### config.mk
export PLATFORM = sky130hd
export DESIGN_NAME = intc_mask_level
export DESIGN_NICKNAME = d
export VERILOG_FILES = /design/src/intc_mask_pkg.sv /design/src/intc_mask_level.sv
export SDC_FILE = /design/constraint.sdc
export NUM_CORES = 1
export LEC_CHECK = 0
export ABC_AREA = 1
export BUFFER_PORTS_ARGS = -buffer_cell sky130_fd_sc_hd__buf_2
export CAP_MARGIN = 25
export CORE_MARGIN = 2
export CORE_UTILIZATION = 58
export DETAILED_ROUTE_END_ITERATION = 8
export GPL_ROUTABILITY_DRIVEN = 1
export PLACE_DENSITY = 0.86
export SYNTH_ARGS = -nofsm -noshare
export SYNTH_HDL_FRONTEND = slang
export SYNTH_SLANG_ARGS = --single-unit
export TNS_END_PERCENT = 30
### constraint.sdc
create_clock -name aclk -period 28.5 [get_ports aclk]
set_clock_uncertainty 0.05 [all_clocks]
set_input_delay 1.425 -clock aclk [delete_from_list [all_inputs] [get_ports aclk]]
set_output_delay 1.425 -clock aclk [all_outputs]
set_load 0.05 [all_outputs]
### src/intc_mask_pkg.sv
// Constants, register map and carrier types of the interrupt mask-level block.
// Assumes one system clock and a 32-bit AXI4-Lite register bus.
package intc_mask_pkg;

    // ************************************************************
    // Register map (byte addresses)
    // ************************************************************
    localparam logic [7:0] PRIORITY_A_OFFSET = 8'h00;
    localparam logic [7:0] PRIORITY_B_OFFSET = 8'h04;
    localparam logic [7:0] PRIORITY_C_OFFSET = 8'h08;
    localparam logic [7:0] PRIORITY_D_OFFSET = 8'h0C;
    localparam logic [7:0] PRIORITY_E_OFFSET = 8'h10;
    localparam logic [7:0] GLOBAL_MASK_OFFSET = 8'h14;
    localparam logic [7:0] EDGE_SELECT_OFFSET = 8'h18;
    localparam logic [7:0] IRQ_ENABLE_OFFSET = 8'h1C;
    localparam logic [7:0] EXT_FLAGS_OFFSET = 8'h20;
    localparam logic [7:0] WAKE_FLAGS_OFFSET = 8'h24;
    localparam logic [7:0] PORT_MODE_OFFSET = 8'h28;
    localparam logic [7:0] EVENT_EDGE_OFFSET = 8'h2C;

    // ************************************************************
    // Reset values and fixed bits
    // ************************************************************
    localparam logic [7:0] PRIORITY_RESET = 8'h00;
    localparam logic [1:0] GLOBAL_MASK_RESET = 2'h0;
    localparam logic [7:0] GLOBAL_MASK_ONES = 8'hFC;
    localparam logic [7:0] PRIORITY_E_KEEP = 8'hF0;
    localparam logic [7:0] BYTE_RESET = 8'h00;
    localparam logic [12:0] PORT_MODE_RESET = 13'h0000;
    localparam logic [2:0] EVENT_EDGE_RESET = 3'h0;

    // ************************************************************
    // Field positions
    // ************************************************************
    // Edge select: bits 0,1,3,4 per request pin, bit 7 nonmaskable edge
    localparam int NMI_EDGE_BIT = 7;
    // Enable register: bits 0,1,3,4 request pins, 2 event counter, 5 wake
    localparam int EVENT_ENABLE_BIT = 2;
    localparam int WAKE_ENABLE_BIT = 5;
    // Flags register: bit 2 is the event-counter request flag
    localparam int EVENT_FLAG_BIT = 2;
    // Event edge register: [1:0] edge mode, bit 2 pwm routing
    localparam int PWM_ROUTE_BIT = 2;
    // Port mode register: [7:0] wake pins, [12:8] request pins 0..4
    localparam int PORT_EXT_LSB = 8;

    // ************************************************************
    // Sources and vectors
    // ************************************************************
    localparam int NUM_EXT = 5;
    localparam int NUM_WAKE = 8;
    localparam int NUM_PERIPH = 13;
    localparam int NUM_SRC = NUM_EXT + NUM_WAKE + NUM_PERIPH;
    localparam int WAKE_FIRST = 5;
    localparam int FIELD_OF_WAKE = 4;
    localparam int FIELD_OF_PERIPH = 5;
    localparam logic [5:0] NMI_VECTOR = 6'h03;
    localparam logic [5:0] FIRST_VECTOR = 6'h06;
    localparam logic [5:0] EVENT_VECTOR = 6'h08;
    localparam logic [5:0] WAKE_VECTOR_LO = 6'h0B;
    localparam logic [5:0] WAKE_VECTOR_HI = 6'h12;

    // Event edge modes
    localparam logic [1:0] EVENT_FALLING = 2'h0;
    localparam logic [1:0] EVENT_RISING = 2'h1;

    localparam logic [1:0] RESP_OKAY = 2'h0;
    localparam logic [1:0] RESP_SLVERR = 2'h2;

    // Request presented to the CPU
    typedef struct packed {
        logic nmi;
        logic request;
        logic [5:0] vector;
    } cpu_request_type;

    // Acknowledge from the CPU
    typedef struct packed {
        logic accept;
        logic [5:0] vector;
    } cpu_accept_type;

endpackage : intc_mask_pkg
### src/intc_mask_level.sv
// Interrupt mask levels: priority fields, global mask, pin sources, arbitration.
// Assumes pins synchronous to aclk; peripheral requests come already gated.
//
// Function
// - Five priority registers hold 2-bit level fields: four each, two in the fifth.
// - Field 00 is level 0, 01 level 1, 1x level 2.
// - Low four bits of the fifth priority register are reserved.
// - Nonmaskable source ignores level masking.
// - Global mask bits 7 to 2 always read as one.
// - Global mask 1x blocks levels 0-1, 01 blocks level 0, 00 accepts all.
// - Fourteen external inputs: nonmaskable, eight wake, four request, event counter.
// - Nonmaskable request is highest and ignores the interrupt-disable bit.
// - A bit selects rising or falling edge for the nonmaskable pin.
// - Wake pin edge sets its flag only while port mode selects it.
// - Wake requests are not accepted while wake enable is zero.
// - Interrupt-disable bit set blocks all maskable requests.
// - Accepting wake or event-counter request sets the interrupt-disable bit.
// - Each request pin has its own rising or falling edge select.
// - Selected request pin edge sets its flag only while port mode selects it.
// - Each request pin has its own enable gating acceptance.
// - Event request comes from pin or pwm; rising, falling or both edges.
// - With event enable set, the selected edge sets the event flag.
// - Peripheral requests pass when enabled, leveled by priority registers.
// - Wake flags reset to zero and clear only by writing zero.
// - Equal level: lower vector wins; order is fixed.
module intc_mask_level
    import intc_mask_pkg::*;
(
    // Clock and reset
    input wire logic aclk,
    input wire logic aresetn,
    // AXI4-Lite write address and data
    input wire logic [7:0] awaddr,
    input wire logic awvalid,
    output logic awready,
    input wire logic [31:0] wdata,
    input wire logic [3:0] wstrb,
    input wire logic wvalid,
    output logic wready,
    // AXI4-Lite write response
    output logic [1:0] bresp,
    output logic bvalid,
    input wire logic bready,
    // AXI4-Lite read
    input wire logic [7:0] araddr,
    input wire logic arvalid,
    output logic arready,
    output logic [31:0] rdata,
    output logic [1:0] rresp,
    output logic rvalid,
    input wire logic rready,
    // External pins
    input wire logic nmi_pin,
    input wire logic [7:0] wake_pins,
    input wire logic [4:0] ext_request_pins,
    input wire logic event_counter_request_pin,
    input wire logic event_counter_pwm_out,
    // Peripheral request groups
    input wire logic [12:0] periph_requests,
    // CPU side
    input wire logic interrupt_disable,
    input wire cpu_accept_type cpu_accept,
    output cpu_request_type cpu_request,
    output logic set_interrupt_disable
);

    // ************************************************************
    // Helpers
    // ************************************************************
    // Upper bit alone decides level 2
    function automatic logic [1:0] level_of(input logic [1:0] field);
        level_of = field[1] ? 2'd2 : {1'b0, field[0]};
    endfunction : level_of

    function automatic logic is_write_hit(input logic [7:0] addr);
        is_write_hit = (addr[1:0] == 2'b00) && (addr <= EVENT_EDGE_OFFSET); // Map is dense and word aligned
    endfunction : is_write_hit

    // ************************************************************
    // Registers
    // ************************************************************
    logic [7:0] priority_level_a;
    logic [7:0] priority_level_b;
    logic [7:0] priority_level_c;
    logic [7:0] priority_level_d;
    logic [7:0] priority_level_e;
    logic [1:0] global_level_mask;
    logic [7:0] edge_select_reg;
    logic [7:0] irq_enable_reg_one;
    logic [4:0] ext_request_flags;
    logic [7:0] wake_request_flags;
    logic [12:0] port_mode;
    logic [2:0] event_edge_select_reg;
    logic nmi_pending;

    // Bus holding state
    logic aw_held;
    logic w_held;
    logic [7:0] aw_addr;
    logic [31:0] w_data;
    logic w_lane0;
    logic do_write;
    logic [7:0] wbyte;

    // Edge detection state
    logic nmi_prev;
    logic [7:0] wake_prev;
    logic [4:0] ext_prev;
    logic event_prev;
    logic nmi_edge;
    logic [7:0] wake_edge;
    logic [4:0] ext_edge;
    logic event_src;
    logic event_edge;

    // Arbitration
    logic [NUM_SRC-1:0] src_pending;
    logic [1:0] src_level [NUM_SRC];
    logic [1:0] threshold;
    logic found;
    logic [5:0] win_vector;
    logic [1:0] win_level;
    logic [39:0] fields;

    // ************************************************************
    // AXI4-Lite write channel
    // ************************************************************
    // Address and data taken in either order, write fires when both held
    assign awready = !aw_held && !bvalid;
    assign wready = !w_held && !bvalid;
    assign do_write = aw_held && w_held && !bvalid;
    assign wbyte = w_data[7:0];

    always_ff @(posedge aclk) begin
        if (!aresetn) begin
            aw_held <= 1'b0;
            w_held <= 1'b0;
            aw_addr <= 8'h00;
            w_data <= 32'h0000_0000;
            w_lane0 <= 1'b0;
        end else begin
            if (awvalid && awready) begin
                aw_held <= 1'b1;
                aw_addr <= awaddr;
            end else if (do_write) begin
                aw_held <= 1'b0;
            end
            if (wvalid && wready) begin
                w_held <= 1'b1;
                w_data <= wdata;
                w_lane0 <= wstrb[0];
            end else if (do_write) begin
                w_held <= 1'b0;
            end
        end
    end

    // Response one cycle after both halves are held
    always_ff @(posedge aclk) begin
        if (!aresetn) begin
            bvalid <= 1'b0;
            bresp <= RESP_OKAY;
        end else if (do_write) begin
            bvalid <= 1'b1;
            bresp <= is_write_hit(aw_addr) ? RESP_OKAY : RESP_SLVERR;
        end else if (bready) begin
            bvalid <= 1'b0;
        end
    end

    // ************************************************************
    // Configuration registers
    // ************************************************************
    // Byte lane 0 carries all register data except port mode bits 12:8
    always_ff @(posedge aclk) begin
        if (!aresetn) begin
            priority_level_a <= PRIORITY_RESET;
            priority_level_b <= PRIORITY_RESET;
            priority_level_c <= PRIORITY_RESET;
            priority_level_d <= PRIORITY_RESET;
            priority_level_e <= PRIORITY_RESET;
            global_level_mask <= GLOBAL_MASK_RESET;
            edge_select_reg <= BYTE_RESET;
            irq_enable_reg_one <= BYTE_RESET;
            port_mode <= PORT_MODE_RESET;
            event_edge_select_reg <= EVENT_EDGE_RESET;
        end else if (do_write && w_lane0) begin
            unique case (aw_addr)
                PRIORITY_A_OFFSET: priority_level_a <= wbyte;
                PRIORITY_B_OFFSET: priority_level_b <= wbyte;
                PRIORITY_C_OFFSET: priority_level_c <= wbyte;
                PRIORITY_D_OFFSET: priority_level_d <= wbyte;
                PRIORITY_E_OFFSET: priority_level_e <= wbyte & PRIORITY_E_KEEP;
                GLOBAL_MASK_OFFSET: global_level_mask <= wbyte[1:0];
                EDGE_SELECT_OFFSET: edge_select_reg <= wbyte;
                IRQ_ENABLE_OFFSET: irq_enable_reg_one <= wbyte;
                PORT_MODE_OFFSET: port_mode <= w_data[12:0];
                EVENT_EDGE_OFFSET: event_edge_select_reg <= wbyte[2:0];
                default: begin
                end
            endcase
        end
    end

    // ************************************************************
    // Edge detection
    // ************************************************************
    always_ff @(posedge aclk) begin
        if (!aresetn) begin
            nmi_prev <= 1'b0;
            wake_prev <= 8'h00;
            ext_prev <= 5'h00;
            event_prev <= 1'b0;
        end else begin
            nmi_prev <= nmi_pin;
            wake_prev <= wake_pins;
            ext_prev <= ext_request_pins;
            event_prev <= event_src;
        end
    end

    // Pins taken as synchronous; history resets low, the idle pin level
    always_comb begin
        nmi_edge = edge_select_reg[NMI_EDGE_BIT] ? (nmi_pin && !nmi_prev) : (!nmi_pin && nmi_prev);
        wake_edge = (wake_pins ^ wake_prev) & port_mode[7:0];
        for (int i = 0; i < NUM_EXT; i++) begin
            ext_edge[i] = port_mode[PORT_EXT_LSB + i] &&
                (edge_select_reg[i] ? (ext_request_pins[i] && !ext_prev[i])
                                    : (!ext_request_pins[i] && ext_prev[i]));
        end
        ext_edge[EVENT_FLAG_BIT] = 1'b0;
        // Event counter source and its own edge mode
        event_src = event_edge_select_reg[PWM_ROUTE_BIT] ? event_counter_pwm_out
                                                         : event_counter_request_pin;
        unique case (event_edge_select_reg[1:0])
            EVENT_FALLING: event_edge = !event_src && event_prev;
            EVENT_RISING: event_edge = event_src && !event_prev;
            default: event_edge = event_src ^ event_prev;
        endcase
    end

    // ************************************************************
    // Request flags
    // ************************************************************
    // A new edge wins over a software clear in the same cycle
    always_ff @(posedge aclk) begin
        if (!aresetn) begin
            ext_request_flags <= 5'h00;
            wake_request_flags <= 8'h00;
        end else begin
            for (int i = 0; i < NUM_EXT; i++) begin
                if (i == EVENT_FLAG_BIT) begin
                    if (event_edge && irq_enable_reg_one[EVENT_ENABLE_BIT]) begin
                        ext_request_flags[i] <= 1'b1;
                    end else if (do_write && w_lane0 && aw_addr == EXT_FLAGS_OFFSET && !wbyte[i]) begin
                        ext_request_flags[i] <= 1'b0;
                    end
                end else if (ext_edge[i]) begin
                    ext_request_flags[i] <= 1'b1;
                end else if (do_write && w_lane0 && aw_addr == EXT_FLAGS_OFFSET && !wbyte[i]) begin
                    ext_request_flags[i] <= 1'b0;
                end
            end
            for (int i = 0; i < NUM_WAKE; i++) begin
                if (wake_edge[i]) begin
                    wake_request_flags[i] <= 1'b1;
                end else if (do_write && w_lane0 && aw_addr == WAKE_FLAGS_OFFSET && !wbyte[i]) begin
                    wake_request_flags[i] <= 1'b0;
                end
            end
        end
    end

    // Nonmaskable request held until the CPU takes its vector
    always_ff @(posedge aclk) begin
        if (!aresetn) begin
            nmi_pending <= 1'b0;
        end else if (nmi_edge) begin
            nmi_pending <= 1'b1;
        end else if (cpu_accept.accept && cpu_accept.vector == NMI_VECTOR) begin
            nmi_pending <= 1'b0;
        end
    end

    // ************************************************************
    // Level arbitration
    // ************************************************************
    // Source index i carries vector FIRST_VECTOR + i; flags stay set while blocked
    assign fields = {priority_level_a, priority_level_b, priority_level_c, priority_level_d, priority_level_e};

    always_comb begin
        threshold = global_level_mask[1] ? 2'd2 : {1'b0, global_level_mask[0]};
        for (int i = 0; i < NUM_EXT; i++) begin
            src_pending[i] = ext_request_flags[i] &&
                (i == EVENT_FLAG_BIT ? irq_enable_reg_one[EVENT_ENABLE_BIT] : irq_enable_reg_one[i]);
            src_level[i] = level_of(fields[39 - 2 * (i == 4 ? 3 : i) -: 2]);
        end
        for (int i = 0; i < NUM_WAKE; i++) begin
            src_pending[WAKE_FIRST + i] = wake_request_flags[i] && irq_enable_reg_one[WAKE_ENABLE_BIT];
            src_level[WAKE_FIRST + i] = level_of(fields[39 - 2 * FIELD_OF_WAKE -: 2]);
        end
        for (int g = 0; g < NUM_PERIPH; g++) begin
            src_pending[WAKE_FIRST + NUM_WAKE + g] = periph_requests[g];
            src_level[WAKE_FIRST + NUM_WAKE + g] = level_of(fields[39 - 2 * (FIELD_OF_PERIPH + g) -: 2]);
        end
        // Highest level first, lowest vector within a level
        found = 1'b0;
        win_level = 2'd0;
        win_vector = FIRST_VECTOR;
        for (int i = 0; i < NUM_SRC; i++) begin
            if (src_pending[i] && src_level[i] >= threshold && !interrupt_disable) begin
                if (!found || src_level[i] > win_level) begin
                    found = 1'b1;
                    win_level = src_level[i];
                    win_vector = FIRST_VECTOR + 6'(i);
                end
            end
        end
    end

    // ************************************************************
    // CPU request and disable-bit update
    // ************************************************************
    // Nonmaskable bypasses threshold and disable bit
    always_ff @(posedge aclk) begin
        if (!aresetn) begin
            cpu_request <= '0;
        end else begin
            cpu_request.nmi <= nmi_pending;
            cpu_request.request <= nmi_pending || found;
            cpu_request.vector <= nmi_pending ? NMI_VECTOR : win_vector;
        end
    end

    always_ff @(posedge aclk) begin
        if (!aresetn) begin
            set_interrupt_disable <= 1'b0;
        end else begin
            set_interrupt_disable <= cpu_accept.accept &&
                (cpu_accept.vector == EVENT_VECTOR ||
                 (cpu_accept.vector >= WAKE_VECTOR_LO && cpu_accept.vector <= WAKE_VECTOR_HI));
        end
    end

    // ************************************************************
    // AXI4-Lite read channel
    // ************************************************************
    assign arready = !rvalid;

    always_ff @(posedge aclk) begin
        if (!aresetn) begin
            rvalid <= 1'b0;
            rdata <= 32'h0000_0000;
            rresp <= RESP_OKAY;
        end else if (arvalid && arready) begin
            rvalid <= 1'b1;
            rresp <= RESP_OKAY;
            unique case (araddr)
                PRIORITY_A_OFFSET: rdata <= 32'(priority_level_a);
                PRIORITY_B_OFFSET: rdata <= 32'(priority_level_b);
                PRIORITY_C_OFFSET: rdata <= 32'(priority_level_c);
                PRIORITY_D_OFFSET: rdata <= 32'(priority_level_d);
                PRIORITY_E_OFFSET: rdata <= 32'(priority_level_e);
                GLOBAL_MASK_OFFSET: rdata <= 32'(GLOBAL_MASK_ONES | {6'h00, global_level_mask});
                EDGE_SELECT_OFFSET: rdata <= 32'(edge_select_reg);
                IRQ_ENABLE_OFFSET: rdata <= 32'(irq_enable_reg_one);
                EXT_FLAGS_OFFSET: rdata <= 32'(ext_request_flags);
                WAKE_FLAGS_OFFSET: rdata <= 32'(wake_request_flags);
                PORT_MODE_OFFSET: rdata <= 32'(port_mode);
                EVENT_EDGE_OFFSET: rdata <= 32'(event_edge_select_reg);
                default: begin
                    rdata <= 32'h0000_0000;
                    rresp <= RESP_SLVERR;
                end
            endcase
        end else if (rready) begin
            rvalid <= 1'b0;
        end
    end

endmodule : intc_mask_level

==> Implementation_results.wiki, run 1 <==
{| class="wikitable"
! Metric !! Value
|-
| Outcome || completed
|-
| DRC violation count after routing || 0
|-
| CP max FO || 6
|-
| Worst R2R Start || global_level_mask[0]$_SDFFE_PN0P_
|-
| Placed wire-length estimate after detailed placement || 18.8 mm
|-
| Number of cells produced by synthesis || 1,401
|-
| Post-Synthesis Mean Instance Area || about 6.7 um2
|-
| Combined buffer and inverter count along the critical path || 16
|-
| TritonCTS clock tree || yes
|-
| Total gr overflow || 0
|-
| Pin count of the biggest net entering global routing || slightly above 100
|-
| Destination of the worst register-to-register timing path || cpu_request[4]$_SDFF_PP0_
|-
| Clock tree sinks || 147
|-
| Area share of the largest cell type after synthesis || 31.3%
|-
| Worst Hold Path Cells || 2
|-
| Top FF cell, synth || dfxtp_1
|-
| Combinational share of power || 13.6%
|-
| Max Cap Viol || 0
|-
| Endpoint class of the critical path || register
|-
| Count of inserted antenna diode cells || 0
|-
| Total iterations of the first detailed-routing run || 5
|-
| Time the worst path needs with I/O delays and setup || 25.15 ns
|-
| Area Growth Syn to Fin || 13.2%
|-
| Tightest Pin Transition || about 1 ns
|-
| NetSw || ~150 uW
|-
| Startpoint of the tightest hold check path || rdata[10]$_SDFFE_PN0P_
|-
| Max-slew violations || 0
|-
| Number of ports placed on the die boundary || ~150
|-
| Detailed-route wire length || roughly 26 mm
|-
| Initial antenna violation count || 0
|-
| Synth Register Bits || 147
|-
| Clock H-tree levels || 4
|-
| Kind of critical path || in -> reg
|-
| Highest attainable clock frequency || roughly 0.04 GHz
|-
| Switching part of the total power || 27.7%
|-
| Post-synth EDFFs || 0
|-
| Setup repair after global routing missed its margin || no
|-
| Cell accounting for the most synthesized area || dfxtp_1
|-
| Maximum root-to-sink buffer count || 2
|-
| Setup-failing EPs final || 0
|-
| Delay of the slowest cell on the worst path || 0.44 ns
|-
| Arrival time of the worst setup path || 25.38 ns
|-
| Number of placed instances, taps included || 1,690
|-
| Sort of element at the start of the critical path || input port
|-
| Worst hold path endpoint || rdata[10]$_SDFFE_PN0P_
|-
| Most area-consuming cells after synthesis || dfxtp_1 (31%), nand2_1 (10%), ha_1 (8.9%)
|-
| Post-Layout Inst Area || around 11,000 um2
|-
| Hold Buf Count CTS || 0
|-
| Worst slew margin || 31.2%
|-
| Starting Density || a little under 60%
|-
| Logic depth of the worst setup path including buffers || approximately 190
|-
| Area of the mapped netlist || 9420 um2
|-
| Share of power burned in the clock network || about 46%
|-
| Average vias per placed instance || 5.62
|-
| Vias in the first global route || 9,126
|-
| Global router's overall resource usage || 29.8%
|-
| Sequential share of the synthesized area || between 30% and 40%
|-
| Warnings from Yosys || 0
|-
| Total placed instance area || 10,000 um2
|-
| Sequential Power Share || 40.7%
|-
| Gp weighted congestion || 1.02
|-
| Via count || 9,675
|-
| FF-to-FF path depth || around 200
|-
| Fraction of final layout cells sized beyond drive strength 1 || a little over an eighth
|-
| Worst-skew pair later-pin latency || 0.42 ns
|-
| Port bufs || 100
|-
| Number of cells in the finished layout apart from fillers || 1,723
|-
| Ratio of final minimum period to clock period || 88.2%
|-
| Number of distinct library cell variants in the gate-level netlist after synthesis || 58
|-
| Die X-Extent || 131 um
|-
| Highest-count cells in the layout ignoring fill and taps || nand2_1 (261), inv_1 (198), dfxtp_1 (147), o21ai_0 (146), nor2_1 (132)
|-
| Final setup TNS || 0 ns
|-
| Hold WC Path Type || reg -> reg
|-
| Count of instances resized after the clock tree is built || 0
|-
| Standard cell with the maximum stage delay on the critical path || o31ai_1
|-
| DIE AREA || 17,300 um2
|-
| Post-synthesis async set-or-reset flop share || 0%
|-
| Wire length of the first global-routing pass || roughly 43 mm
|-
| Post-CTS clock slew at the launch and capture registers of the worst setup and hold paths || 0.06 ns
|-
| Critical path data required time || roughly 29 ns
|-
| Fill cells || 1,400
|-
| Most repeated library cell on the critical path || nand2_1
|-
| Iteration-0 DRC Markers || approximately 940
|-
| Postcts setup bufs || 0
|-
| Row Count || 46
|-
| Cell class contributing the biggest share of worst-path delay || simple AND/OR/NAND/NOR gates
|-
| Setup slack on the worst flop-to-flop path || around 3.5 ns
|-
| Number of antenna-violating nets in the routed design || 0
|-
| Cell Pwr Density || ~50 nW/um2
|-
| Leakage power summed over all cells || 4.94 nW
|-
| Area inside the core boundary || 15,900 um2
|-
| Hold WS || about 0.4 ns
|-
| Nets@finish || between 1,500 and 2,000
|-
| Leading cell type in the layout, fill and taps excluded || nand2_1
|-
| Hold violation total from the final report || 0
|-
| Vert. Die Dim || 131 um
|-
| Cell internal pwr || 382 uW
|-
| Peak supply drop || approximately 0.000037 V
|-
| CTS root buffer || clkbuf_16
|-
| Largest regs || port_mode (13), rdata (13), w_data (13)
|-
| Number of clock buffers inserted by TritonCTS || 17
|-
| Average routed wire per standard cell || 15.0 um
|}
[power groups by stage]
stage / clock, mW / combinational, mW / sequential [mW]
after floorplan: 0 / 0.0476 / 0.226
after global routing: 0.251 / 0.0791 / 0.216
after CTS: 0.242 / 0.0712 / 0.215
after global placement: 0 / 0.0687 / 0.219
after detailed placement: 0 / 0.0706 / 0.220
final: 0.242 / 0.0718 / 0.215
[Yosys cell counts, types with 3 or more instances]
cell type	number
nor2_2	12
nor2_1	132
ha_1	67
buf_4	23
nand3_1	95
clkbuf_1	29
o31ai_1	6
nand3b_1	3
inv_2	14
and2_1	7
nand4_1	10
nor3_1	16
o211ai_1	10
o21ai_0	146
xor2_1	3
o22ai_1	6
clkinv_1	7
nand2_2	9
dfxtp_1	147
o21a_1	4
nand3_2	10
a21boi_0	3
a31oi_1	5
inv_1	198
a21oi_1	111
a211oi_1	12
nor2_4	4
nand2_1	261
a221oi_1	19
[worst reg2reg max path, delay by kind of cell, from the launching register on]
kind	cells	cell delay (ns)
adders and majority gates	26	6.92
buffers and inverters	17	1.58
AOI/OAI and AO/OA	27	4.42
and+or+nand+nor	125	11.56
DFF	1	0.31
[per-layer routing]
layer | part of all wire [%] | track usage (%) | vias to the layer above
li1 | - | - | 4812
met1 | 41 | 36.9 | 4309
met2 | 46 | 51.0 | 462
met3 | 7.7 | 4.44 | 92
met4 | 4.5 | 13.8 | 0
met5 | 0 | 0 | -
[how the worst max path moves through the flow]
stage / endpoint / startpoint / slack, ns
2_1_floorplan: cpu_request[4]$_SDFF_PP0_ / interrupt_disable / 6.39
3_3_place_gp: cpu_request[4]$_SDFF_PP0_ / interrupt_disable / 3.98
3_5_place_dp: cpu_request[4]$_SDFF_PP0_ / interrupt_disable / 3.23
4_1_cts: cpu_request[4]$_SDFF_PP0_ / interrupt_disable / 3.54
5_1_grt: cpu_request[4]$_SDFF_PP0_ / global_level_mask[0]$_SDFFE_PN0P_ / 0.66
6_report: cpu_request[4]$_SDFF_PP0_ / interrupt_disable / 3.35
[kinds of logic (layout without fill, tap and decap cells)]
logic type / after synthesis / after routing / synth area share [%]
simple gates: 566 / 566 / 26.5
compound gates: 343 / 343 / 21.1
fa+ha+maj: 67 / 67 / 8.90
buf+inv: 274 / 359 / 12.0
other cells: 1 / 22 / 0.0398
xor+xnor: 3 / 3 / 0.279
flops: 147 / 147 / 31.3
[metrics by stage]
stage / utilization, % / power (mW) / setup WS, ns
2_1_floorplan: - / 0.273 / 6.39
3_3_place_gp: 63.0 / 0.288 / 3.98
3_5_place_dp: 63.0 / 0.290 / 3.23
4_1_cts: 67.1 / 0.528 / 3.54
5_1_grt: 67.1 / 0.546 / 0.658
6_report: 67.1 / 0.529 / 3.35
[layout make-up]
cell class / count / area, um2 / share of cell area [%]
Clock buffer: 18 / 439 / 4.12
Clock inverter: 14 / 201 / 1.89
Inverter: 219 / 822 / 7.71
Multi-Input combinational cell: 1001 / 5420 / 50.9
Sequential cell: 147 / 2940 / 27.6
Tap cell: 216 / 270 / 2.53
Timing Repair Buffer: 108 / 564 / 5.29
(Power assumes the default switching activity.)
==> run 2, diff against run 1 <==
--- a/config.mk
+++ b/config.mk
@@ -13,6 +13,7 @@
 export DETAILED_ROUTE_END_ITERATION = 8
 export GPL_ROUTABILITY_DRIVEN = 1
 export PLACE_DENSITY = 0.86
+export RECOVER_POWER = 25
 export SYNTH_ARGS = -nofsm -noshare
 export SYNTH_HDL_FRONTEND = slang
 export SYNTH_SLANG_ARGS = --single-unit
==> Implementation_results.wiki, run 2 (synthesized netlist as in run 1, its figures left out) <==
{| class="wikitable"
! Metric !! Value
|-
| Outcome || complete, but fails checks
|-
| Failing checks || capacitance limit, slew limit
|-
| Worst setup startpoint || interrupt_disable
|-
| Worst slew margin || -150%
|-
| Via count || 9,654
|-
| Number of cells in the finished layout apart from fillers || around 1,700
|-
| TritonCTS clock tree || yes
|-
| Setup slack on the worst flop-to-flop path || 3.50 ns
|-
| Peak supply drop || 0.0000368 V
|-
| Total gr overflow || 0
|-
| Nets@finish || approximately 1,700
|-
| Clock H-tree levels || 4
|-
| Arrival time of the worst setup path || 25.38 ns
|-
| Worst R2R Start || global_level_mask[0]$_SDFFE_PN0P_
|-
| Power consumption || 529 uW
|-
| Delay of the slowest cell on the worst path || 0.44 ns
|-
| Count of inserted antenna diode cells || 0
|-
| Combined buffer and inverter count along the critical path || 16
|-
| Met3 Routed Length || 1.91 mm
|-
| DRC violation count after routing || 0
|-
| Leading cell type in the layout, fill and taps excluded || nand2_1
|-
| DIE AREA || between 15,000 and 20,000 um2
|-
| Worst Setup Slack, final || 3.35 ns
|-
| CTS root buffer || clkbuf_16
|-
| Most repeated library cell on the critical path || nand2_1
|-
| Sort of element at the start of the critical path || input port
|-
| Ratio of final minimum period to clock period || 88.3%
|-
| Largest regs || port_mode (13), rdata (13), w_data (13)
|-
| Hold violation total from the final report || 0
|-
| Die X-Extent || 131 um
|-
| Post-Layout Inst Area || 10,700 um2
|-
| Leakage power summed over all cells || around 4.9 nW
|-
| Vias in the first global route || between 9,000 and 10,000
|-
| Number of ports placed on the die boundary || ~150
|-
| Sum of routed wire segments on met1 || 10.7 mm
|-
| Cell class contributing the biggest share of worst-path delay || simple AND/OR/NAND/NOR gates
|-
| Highest-count cells in the layout ignoring fill and taps || nand2_1 (261), inv_1 (198), dfxtp_1 (147), o21ai_0 (146), nor2_1 (132)
|-
| Placed wire-length estimate after detailed placement || 18.8 mm
|-
| FF-to-FF path depth || between 150 and 200
|-
| Postcts setup bufs || 0
|-
| CP max FO || 6
|-
| Setup repair after global routing missed its margin || no
|-
| Critical path data required time || about 29 ns
|-
| Wire length of the first global-routing pass || 42.5 mm
|-
| Initial antenna violation count || 0
|-
| Logic depth of the worst setup path including buffers || 191
|-
| Pin count of the biggest net entering global routing || between 100 and 150
|-
| Destination of the worst register-to-register timing path || cpu_request[4]$_SDFF_PP0_
|-
| Pre-CTS setup slack || 3.23 ns
|-
| Max-slew violations || 102
|-
| Global router's overall resource usage || 29.8%
|-
| Vert. Die Dim || roughly 130 um
|-
| Total placed instance area || about 10,000 um2
|-
| Iteration-0 DRC Markers || 943
|-
| Starting Density || around three fifths
|-
| Average routed wire per standard cell || around 15 um
|-
| Highest metal layer used by the detailed router || met4
|-
| Max Cap Viol || 1
|-
| Number of antenna-violating nets in the routed design || 0
|-
| Average vias per placed instance || between 5 and 6
|-
| Clock tree sinks || 147
|-
| Post-CTS clock slew at the launch and capture registers of the worst setup and hold paths || 0.06 ns
|-
| Hold WC Path Type || reg -> reg
|-
| Number of clock buffers inserted by TritonCTS || 17
|-
| Tightest Pin Transition || between 3 and 4 ns
|-
| Number of placed instances, taps included || between 1,500 and 2,000
|-
| Port bufs || 100
|-
| Final setup TNS || 0 ns
|-
| Cell Pwr Density || 49.6 nW/um2
|-
| Area inside the core boundary || 15,900 um2
|-
| Worst-skew pair later-pin latency || 0.42 ns
|-
| Length of routed met2 wiring || 12.0 mm
|-
| Kind of critical path || in -> reg
|-
| Fraction of final layout cells sized beyond drive strength 1 || 13.3%
|-
| Time the worst path needs with I/O delays and setup || 25.15 ns
|-
| Fill cells || 1,402
|-
| Highest attainable clock frequency || 0.0398 GHz
|-
| Hold Buf Count CTS || 0
|-
| Standard cell with the maximum stage delay on the critical path || o31ai_1
|-
| Maximum root-to-sink buffer count || 2
|-
| Gp weighted congestion || a little over 1
|-
| Endpoint class of the critical path || register
|-
| Count of instances resized after the clock tree is built || 0
|-
| Detailed-route wire length || 25.8 mm
|-
| End of the critical path || cpu_request[4]$_SDFF_PP0_
|-
| Total iterations of the first detailed-routing run || 7
|-
| Row Count || 46
|-
| Setup-failing EPs final || 0
|-
| Area Growth Syn to Fin || 13.2%
|}
run 2: metrics by stage:
stage / hold WS (ns) / util (%)
final: 0.411 / 67.1
after global routing: 0.435 / 67.1
after CTS: 0.412 / 67.1
after detailed placement: 0.402 / 63.0
after global placement: 0.402 / 63.0
after floorplan: 0.395 / -
run 2: area by class of cell:
class / count / area [um2] / area share [%]
inverters: 219 / 822 / 7.71
flip-flops and latches: 147 / 2940 / 27.6
multi-input cells: 1001 / 5420 / 50.9
well taps: 216 / 270 / 2.54
clock buffers: 18 / 439 / 4.12
clock inverters: 14 / 201 / 1.89
repair buffers: 108 / 561 / 5.26
run 2: metal layers:
layer  vias to the layer above  track usage (%)
met1                      4298             36.9
met5                         -                0
li1                       4816                -
met2                       450             51.0
met3                        90             4.44
met4                         0             13.8
run 2: worst reg2reg max path: cells and delay by family (launching register included):
family | cells | cell delay (ns)
AO/OA/AOI/OAI | 27 | 4.42
buffers and inverters | 17 | 1.58
AND/OR/NAND/NOR | 125 | 11.56
flip-flops | 1 | 0.31
adder cells (fa/ha/maj) | 26 | 6.92
run 2: worst min-delay path by stage:
| stage | depth (start not counted) | slack [ns] | from | to |
|---|---|---|---|---|
| after floorplan | 2 | 0.40 | global_level_mask[0]$_SDFFE_PN0P_ | global_level_mask[0]$_SDFFE_PN0P_ |
| after global placement | 2 | 0.40 | rdata[10]$_SDFFE_PN0P_ | rdata[10]$_SDFFE_PN0P_ |
| after detailed placement | 2 | 0.40 | rdata[10]$_SDFFE_PN0P_ | rdata[10]$_SDFFE_PN0P_ |
| after CTS | 2 | 0.41 | rdata[10]$_SDFFE_PN0P_ | rdata[10]$_SDFFE_PN0P_ |
| after global routing | 2 | 0.43 | rdata[3]$_SDFFE_PN0P_ | rdata[3]$_SDFFE_PN0P_ |
| final | 2 | 0.41 | rdata[10]$_SDFFE_PN0P_ | rdata[10]$_SDFFE_PN0P_ |
run 2: power breakdown:
part | internal (mW) | total [mW] | switching (mW)
logic | 0.0207 | 0.0720 | 0.0513
registers | 0.212 | 0.215 | 0.00330
clock network | 0.150 | 0.242 | 0.0914
total | 0.383 | 0.529 | 0.146
